===== config.mk =====
export PLATFORM = sky130hd
export DESIGN_NAME = hips_host_ctrl
export DESIGN_NICKNAME = d
export VERILOG_FILES = /design/src/hips_pkg.sv /design/src/hips_pin_if.sv /design/src/hips_pin_filter.sv /design/src/hips_host_ctrl.sv
export SDC_FILE = /design/constraint.sdc
export NUM_CORES = 1
export LEC_CHECK = 0
export BUFFER_PORTS_ARGS = -buffer_cell sky130_fd_sc_hd__buf_2
export CORE_ASPECT_RATIO = 0.8
export CORE_MARGIN = 1.5
export CORE_UTILIZATION = 49
export DETAILED_ROUTE_END_ITERATION = 7
export GPL_ROUTABILITY_DRIVEN = 0
export PLACE_DENSITY = 0.79
export SYNTH_ARGS = -nofsm -noshare
export SYNTH_HDL_FRONTEND = slang
export SYNTH_SLANG_ARGS = --single-unit

===== constraint.sdc =====
create_clock -name clk -period 2.1 [get_ports clk]
set_input_delay 0.315 -clock clk [delete_from_list [all_inputs] [get_ports clk]]
set_output_delay 0.315 -clock clk [all_outputs]
set_load 0.05 [all_outputs]

===== src/hips_pkg.sv =====
// constants, register map and state type for the hot-insertion host controller
// assumes a 100 MHz clock and a device that is driven only through its pins
// ----------------------------------------------------------------------------
// ----------------------------------------------------------------------------
package hips_pkg;

   // -------------------------------------------------------------------------
   // timing
   // -------------------------------------------------------------------------
   localparam int unsigned CLK_PERIOD_NS  = 10;
   localparam int unsigned RESET_HOLD_US  = 120;
   // least time, so round up to whole cycles
   localparam int unsigned RESET_HOLD_CYC =
      (RESET_HOLD_US * 1000 + CLK_PERIOD_NS - 1) / CLK_PERIOD_NS;
   localparam int unsigned HOLD_W         = 14;

   // -------------------------------------------------------------------------
   // register map
   // -------------------------------------------------------------------------
   localparam int unsigned ADDR_W      = 4;
   localparam logic [3:0]  ADDR_CTRL   = 4'h0;
   localparam logic [3:0]  ADDR_CMD    = 4'h4;
   localparam logic [3:0]  ADDR_STATUS = 4'h8;
   localparam logic [3:0]  ADDR_TRIPS  = 4'hC;

   // control fields
   localparam int unsigned CTRL_EN     = 0;
   localparam int unsigned CTRL_AUTO   = 1;
   localparam int unsigned CTRL_EXT    = 2;
   localparam int unsigned CTRL_PGLOW  = 3;
   localparam int unsigned CTRL_W      = 4;
   localparam logic [3:0]  CTRL_RST    = 4'h0;

   // command fields
   localparam int unsigned CMD_RESTART = 0;

   // status fields
   localparam int unsigned STS_ON      = 0;
   localparam int unsigned STS_FLTLOW  = 1;
   localparam int unsigned STS_PGOOD   = 2;
   localparam int unsigned STS_RAILS   = 3;
   localparam int unsigned STS_TRIP    = 4;
   localparam int unsigned STS_HOLD    = 5;

   localparam int unsigned TRIPS_W     = 8;

   // -------------------------------------------------------------------------
   // pin filter lanes and reset values
   // -------------------------------------------------------------------------
   localparam int unsigned PIN_W       = 2;
   localparam int unsigned PIN_FAULT   = 0;
   localparam int unsigned PIN_RAILS   = 1;
   localparam logic [1:0]  PIN_RST     = 2'h1;   // fault idles high, rails low

   typedef enum logic [1:0] {
      ST_IDLE,
      ST_HOLD,
      ST_ON,
      ST_TRIPPED
   } hips_state_t;

endpackage


===== src/hips_pin_if.sv =====
// bundle between the controller and its pin input filter
// assumes both ends run on the same clock
`timescale 1ns/100ps
interface hips_pin_if;
   logic [1:0] raw;     // pins as they arrive
   logic [1:0] clean;   // filtered levels

   modport filt (input raw, output clean);
   modport user (output raw, input clean);
endinterface


===== src/hips_pin_filter.sv =====
// three-stage synchroniser with agreement filter for each pin input
// assumes asynchronous pin levels; reset values come from the package
`timescale 1ns/100ps
module hips_pin_filter (
   input  wire logic    clk,      // 100 MHz clock
   input  wire logic    resetn,   // async reset, active low
   hips_pin_if.filt     pins      // raw in, clean out
);

   logic [1:0] s1_ff;
   logic [1:0] s2_ff;
   logic [1:0] s3_ff;
   logic [1:0] clean_ff;

   // ------------------------------------------------------------------------
   // per-pin chain
   // ------------------------------------------------------------------------
   for (genvar i = 0; i < hips_pkg::PIN_W; i++) begin : g_pin
      // s1 feeds only s2; a change counts once s2 and s3 agree
      always_ff @(posedge clk or negedge resetn) begin
         if (!resetn) begin
            s1_ff[i]    <= hips_pkg::PIN_RST[i];
            s2_ff[i]    <= hips_pkg::PIN_RST[i];
            s3_ff[i]    <= hips_pkg::PIN_RST[i];
            clean_ff[i] <= hips_pkg::PIN_RST[i];
         end else begin
            s1_ff[i] <= pins.raw[i];
            s2_ff[i] <= s1_ff[i];
            s3_ff[i] <= s2_ff[i];
            if (s2_ff[i] == s3_ff[i]) begin
               clean_ff[i] <= s2_ff[i];
            end
         end
      end
   end

   assign pins.clean = clean_ff;

endmodule // hips_pin_filter


===== src/hips_host_ctrl.sv =====
// host controller for a hot-insertion power sequencer: drives the on input,
// the open-drain fault line and the open-drain power-good line
// assumes software on a plain register port and a 100 MHz clock
`timescale 1ns/100ps
module hips_host_ctrl #(
   parameter int unsigned RESET_HOLD_CYC = hips_pkg::RESET_HOLD_CYC  // on-low hold
) (
   input  wire logic        clk,          // 100 MHz clock
   input  wire logic        resetn,       // async reset, active low
   input  wire logic [3:0]  regAddr,      // register byte address
   input  wire logic [31:0] regWdata,     // write data
   input  wire logic        regWe,        // write strobe
   input  wire logic        regRe,        // read strobe
   output logic      [31:0] regRdata,     // read data, cycle after strobe
   input  wire logic        railsOk,      // board converters in regulation
   input  wire logic        faultPinIn,   // fault line level
   output logic             faultPinOut,  // fault line drive value
   output logic             faultPinOe,   // fault line pull-down enable
   output logic             onPin,        // on input of the device
   output logic             pgPinOut,     // power-good line drive value
   output logic             pgPinOe       // power-good pull-down enable
);

   hips_pin_if pinBus ();

   logic [3:0]               ctrl_ff;
   logic                     restartCmd;
   logic                     stsClrTrip;
   hips_pkg::hips_state_t    state_ff;
   hips_pkg::hips_state_t    nxt_state;
   logic [13:0]              holdCnt_ff;
   logic                     tripSeen_ff;
   logic [7:0]               trips_ff;
   logic [31:0]              rdata_ff;
   logic                     on_ff;
   logic                     fltOe_ff;
   logic                     fltOut_ff;
   logic                     pgOe_ff;
   logic                     pgOut_ff;
   logic                     faultLow;
   logic                     railsSync;
   logic                     holdDone;
   logic                     enable;
   logic                     autoRetry;
   logic                     extTrip;
   logic                     pgForceLow;

   // ------------------------------------------------------------------------
   // pin filtering
   // ------------------------------------------------------------------------
   assign pinBus.raw[hips_pkg::PIN_FAULT] = faultPinIn;
   assign pinBus.raw[hips_pkg::PIN_RAILS] = railsOk;

   hips_pin_filter u_filter (
      .clk    (clk),
      .resetn (resetn),
      .pins   (pinBus.filt)
   );

   assign faultLow  = !pinBus.clean[hips_pkg::PIN_FAULT];
   assign railsSync = pinBus.clean[hips_pkg::PIN_RAILS];

   // ------------------------------------------------------------------------
   // register decode
   // ------------------------------------------------------------------------
   assign enable     = ctrl_ff[hips_pkg::CTRL_EN];
   assign autoRetry  = ctrl_ff[hips_pkg::CTRL_AUTO];
   assign extTrip    = ctrl_ff[hips_pkg::CTRL_EXT];
   assign pgForceLow = ctrl_ff[hips_pkg::CTRL_PGLOW];
   assign restartCmd = regWe && (regAddr == hips_pkg::ADDR_CMD)
                       && regWdata[hips_pkg::CMD_RESTART];
   assign stsClrTrip = regWe && (regAddr == hips_pkg::ADDR_STATUS)
                       && regWdata[hips_pkg::STS_TRIP];

   // control register
   always_ff @(posedge clk or negedge resetn) begin
      if (!resetn) begin
         ctrl_ff <= hips_pkg::CTRL_RST;
      end else if (regWe && (regAddr == hips_pkg::ADDR_CTRL)) begin
         ctrl_ff <= regWdata[3:0];
      end
   end

   // read data, valid only in the cycle after the strobe
   always_ff @(posedge clk or negedge resetn) begin
      if (!resetn) begin
         rdata_ff <= 32'h0000_0000;
      end else if (regRe) begin
         case (regAddr)
            hips_pkg::ADDR_CTRL: begin
               rdata_ff <= {28'h000_0000, ctrl_ff};
            end
            hips_pkg::ADDR_STATUS: begin
               rdata_ff <= {26'h000_0000, (state_ff == hips_pkg::ST_HOLD),
                            tripSeen_ff, railsSync, !pgOe_ff, faultLow, on_ff};
            end
            hips_pkg::ADDR_TRIPS: begin
               rdata_ff <= {24'h00_0000, trips_ff};
            end
            default: begin
               rdata_ff <= 32'h0000_0000;   // command and unmapped read zero
            end
         endcase
      end else begin
         rdata_ff <= 32'h0000_0000;
      end
   end

   // ------------------------------------------------------------------------
   // on-input sequencer
   // ------------------------------------------------------------------------
   assign holdDone = (holdCnt_ff == 14'(RESET_HOLD_CYC - 1));

   // every reconnect passes through the hold, so the breaker is always reset
   always_comb begin
      nxt_state = state_ff;
      case (state_ff)
         hips_pkg::ST_IDLE: begin
            if (enable) begin
               nxt_state = hips_pkg::ST_HOLD;
            end
         end
         hips_pkg::ST_HOLD: begin
            if (!enable) begin
               nxt_state = hips_pkg::ST_IDLE;
            end else if (holdDone) begin
               nxt_state = hips_pkg::ST_ON;
            end
         end
         hips_pkg::ST_ON: begin
            if (!enable) begin
               nxt_state = hips_pkg::ST_IDLE;
            end else if (faultLow) begin
               nxt_state = hips_pkg::ST_TRIPPED;
            end
         end
         hips_pkg::ST_TRIPPED: begin
            if (!enable) begin
               nxt_state = hips_pkg::ST_IDLE;
            end else if (restartCmd || autoRetry) begin
               nxt_state = hips_pkg::ST_HOLD;
            end
         end
         default: begin
            nxt_state = hips_pkg::ST_IDLE;
         end
      endcase
   end

   // state and on pin; on follows the next state so both move together
   always_ff @(posedge clk or negedge resetn) begin
      if (!resetn) begin
         state_ff <= hips_pkg::ST_IDLE;
         on_ff    <= 1'b0;
      end else begin
         state_ff <= nxt_state;
         on_ff    <= (nxt_state == hips_pkg::ST_ON)
                     || (nxt_state == hips_pkg::ST_TRIPPED);
      end
   end

   // on-low hold counter, cleared outside the hold
   always_ff @(posedge clk or negedge resetn) begin
      if (!resetn) begin
         holdCnt_ff <= 14'h0000;
      end else if ((state_ff == hips_pkg::ST_HOLD) && !holdDone) begin
         holdCnt_ff <= holdCnt_ff + 14'h0001;
      end else begin
         holdCnt_ff <= 14'h0000;
      end
   end

   // ------------------------------------------------------------------------
   // trip bookkeeping
   // ------------------------------------------------------------------------
   // a trip arriving with the clear still sets the flag
   always_ff @(posedge clk or negedge resetn) begin
      if (!resetn) begin
         tripSeen_ff <= 1'b0;
      end else if ((state_ff == hips_pkg::ST_ON) && faultLow) begin
         tripSeen_ff <= 1'b1;
      end else if (stsClrTrip) begin
         tripSeen_ff <= 1'b0;
      end
   end

   // trip count saturates rather than wrapping to a misleading small value
   always_ff @(posedge clk or negedge resetn) begin
      if (!resetn) begin
         trips_ff <= 8'h00;
      end else if ((state_ff == hips_pkg::ST_ON) && faultLow && (trips_ff != 8'hFF)) begin
         trips_ff <= trips_ff + 8'h01;
      end
   end

   // ------------------------------------------------------------------------
   // open-drain pin drive
   // ------------------------------------------------------------------------
   // fault line pulled low on demand; power good released once rails settle while on is high and not forced low
   always_ff @(posedge clk or negedge resetn) begin
      if (!resetn) begin
         fltOe_ff  <= 1'b0;
         fltOut_ff <= 1'b0;
         pgOe_ff   <= 1'b1;
         pgOut_ff  <= 1'b0;
      end else begin
         fltOe_ff  <= extTrip;
         fltOut_ff <= 1'b0;
         pgOe_ff   <= !(railsSync && on_ff && !pgForceLow);
         pgOut_ff  <= 1'b0;
      end
   end

   assign regRdata    = rdata_ff;
   assign faultPinOut = fltOut_ff;
   assign faultPinOe  = fltOe_ff;
   assign onPin       = on_ff;
   assign pgPinOut    = pgOut_ff;
   assign pgPinOe     = pgOe_ff;

   // ------------------------------------------------------------------------
   // checks
   // ------------------------------------------------------------------------
   logic [13:0] lowRun_ff;

   // consecutive cycles with on low, saturating at full scale
   always_ff @(posedge clk or negedge resetn) begin
      if (!resetn) begin
         lowRun_ff <= 14'h0000;
      end else if (on_ff) begin
         lowRun_ff <= 14'h0000;
      end else if (lowRun_ff != 14'h3FFF) begin
         lowRun_ff <= lowRun_ff + 14'h0001;
      end
   end
endmodule // hips_host_ctrl


==> flow_metrics.env <==
export IMPL_cp_num_buf_inv=0
export IMPL_period_needed_ns=1.811
export IMPL_ctsHtreeMaxLevel=2
export IMPL_placed_cells=285
export IMPL_finalWorstSetupSlack_ns=0.2886
export IMPL_clkSinkCount=48
export IMPL_cp_slowest_cell="or4b_1"
export IMPL_drcViolationCount=0
export IMPL_slowest_delay_ns=0.53
export IMPL_postCtsHoldBufs=1
export IMPL_die_w_um=78.59
export IMPL_rsz0062_at_grt="false"
export IMPL_min_from="faultPinIn"
export IMPL_synth_main_ff_cell="dfrtp_1"
export IMPL_leakagePower_uw=0.001146
export IMPL_antenna_found_initial=0
export IMPL_critPathTopFamily="simple AND/OR/NAND/NOR gates"
export IMPL_fin_skew_ns=0.008824
export IMPL_grt_pass1_wl_um=6120
export IMPL_drt_initial_drc_count=114
export IMPL_power_density_nw_per_um2=765.3
export IMPL_ys_types=33
export IMPL_maxSlewViolCount=0
export IMPL_startpoint_type="register"
export IMPL_reg2regPathDepth=4
export IMPL_grt_overflow_total=0
export IMPL_ys_ff_latch=48
export IMPL_fp_dieH_um=63.47
export IMPL_grt_util_met2=0.2252
export IMPL_cts_tree="yes"
export IMPL_hpwl_um=2684
export IMPL_hp_class="in2reg"
export IMPL_avgSynthCellArea_um2=10.93
export IMPL_syn_to_final_growth_pct=8.659
export IMPL_hold_end="u_filter.s1_ff[0]"
export IMPL_cts_made_buffers=5
export IMPL_async_flop_share=1.000
export IMPL_synthTopCellsByCount="dfrtp_1, nor2_1, buf_4"
export IMPL_rows=21
export IMPL_grt_usage=0.1658
export IMPL_crit_chain="or4b_1 -> nor4_2 -> or2_2 -> nor2_1"
export IMPL_fillers=381
export IMPL_ctsResizeCount=0
export IMPL_cap_viol_max_count=0
export IMPL_final_nets=280
export IMPL_drive_gt1_frac=0.2152
export IMPL_drt_antenna_violating_nets=0
export IMPL_synth_area_leader_cell="dfrtp_1"
export IMPL_via_per_inst=4.844
export IMPL_whs_path_depth=1
export IMPL_synth_top_area_frac=0.4804
export IMPL_clk_insertion_delay_late_ns=0.30
export IMPL_rr_startpoint="holdCnt_ff[5]"
export IMPL_tns_ns=0
export IMPL_critical_path_class="reg2reg"
export IMPL_core_area_um2=4283
export IMPL_grt_max_degree=24
export IMPL_wl_um=3610
export IMPL_synth_area_leaders="dfrtp_1, buf_4, dfstp_2"
export IMPL_ir_drop_mv=0.5770
export IMPL_ioPinCount=79
export IMPL_top_usage_layer="met1"
export IMPL_min_period_over_period=0.8626
export IMPL_gr_usage_met3=0.04638
export IMPL_r2r_setup_slack_ns=0.29
export IMPL_cp_max_fo=13
export IMPL_start_util=0.5229
export IMPL_cts_setup_buffers=0
export IMPL_fin_util=0.5682
export IMPL_met1_usage=0.2422
export IMPL_clkTransAtPathRegs_ns=0.08
export IMPL_cp_arrival_ns=2.00
export IMPL_yosysMostFrequentCell="dfrtp_1"
export IMPL_hold_viol=0
export IMPL_synth_cells=205
export IMPL_clockBufferDepth=2
export IMPL_routedWlPerCell_um=12.28
export IMPL_synth_edf_count=0
export IMPL_die_area_um2=4988
export IMPL_dpl_worst_slack_ns=0.2911
export IMPL_cts_root_buf="clkbuf_8"
export IMPL_cp_data_required_time_ns=2.29
export IMPL_synth_area_um2=2240
export IMPL_ys_warnings_count=0
export IMPL_insertedDiodeCount=0
export IMPL_setup_viol=0
export IMPL_endpoint_kind="register"
export IMPL_dr_pass1_iters=4
export IMPL_grt_pass1_vias=1323
export IMPL_ys_seq_area_frac=0.5391
export IMPL_status="finished clean"
export IMPL_r2r_end="holdCnt_ff[2]"
export IMPL_vias=1424
export IMPL_io_buffers=25
export IMPL_fmax_mhz=552.1
export IMPL_fin_cells=294
-- layer usage --
layer	wire (um)	vias to the layer above
met3	240	8
met1	1851	674
met4	87	0
li1	-	696
met2	1431	46
met5	0	-
-- flip-flops by register name, indices dropped and copies added, names as in the netlist, 4 cells and up --
signal and cells:
ctrl_ff 4, holdCnt_ff 14, regRdata 8, trips_ff 8
-- final cells by class --
| cell class | instances | area (um2) | area share |
|---|---|---|---|
| well taps | 57 | 71.32 | 0.02931 |
| flip-flops and latches | 48 | 1207 | 0.4961 |
| multi-input cells | 148 | 893.4 | 0.3671 |
| clock inverters | 2 | 10.01 | 0.004113 |
| repair buffers | 28 | 150.1 | 0.06170 |
| clock buffers | 6 | 82.58 | 0.03393 |
| inverters | 5 | 18.77 | 0.007712 |
-- worst max-delay path by stage --
stage | slack (ns) | cells after the start | to | from
4_1_cts | 0.28 | 4 | holdCnt_ff[2] | holdCnt_ff[5]
6_report | 0.29 | 4 | holdCnt_ff[2] | holdCnt_ff[5]
5_1_grt | 0.19 | 4 | holdCnt_ff[1] | holdCnt_ff[5]
3_5_place_dp | 0.29 | 4 | holdCnt_ff[2] | holdCnt_ff[5]
2_1_floorplan | 0.45 | 5 | holdCnt_ff[10] | holdCnt_ff[5]
3_3_place_gp | 0.32 | 4 | holdCnt_ff[3] | holdCnt_ff[5]
-- cells by family after synthesis --
kind of cell,share of synthesized area
other,0.001674
AND/OR/NAND/NOR,0.1743
XOR/XNOR,0.07039
flip-flops,0.5391
AO/OA/AOI/OAI,0.03687
buffers and inverters,0.1039
adder cells (fa/ha/maj),0.02011
multiplexers,0.05363
-- placed cells by master, fill, tap and decap left out, types with 2 or more instances in the layout --
cell type,Yosys,layout
nand2_1,14,14
dfstp_2,5,5
buf_2,0,25
and3_1,4,4
inv_1,5,5
nand4_1,5,5
a21boi_0,2,2
nor3_1,6,6
clkbuf_8,0,6
nand2b_1,3,3
nand3_1,8,8
maj3_1,2,2
nor4_1,3,3
nor2_1,28,28
mux2i_1,3,3
conb_1,1,26
dfrtp_1,43,43
nand3b_1,3,3
a22oi_1,4,4
xor2_1,8,8
buf_4,26,2
ha_1,2,2
clkinv_2,0,2
mux2_2,8,8
xnor2_1,10,10
-- power breakdown --
part           switching, uW  leakage [uW]  internal [uW]
combinational            210      0.000465           70.3
sequential              46.1      0.000630            983
clock                    291     0.0000510            263
total                    547       0.00115           1320
-- stage by stage --
stage               hold WS, ns  area (um2)  total power (uW)
floorplan               0.01941        2333              1299
finish                   0.1055        2434              1862
global route            0.09647        2434              1949
global placement         0.2976        2331              1321
detailed placement       0.2945        2331              1326
CTS                     0.09846        2434              1878
Power figures use the tool's default switching activity.
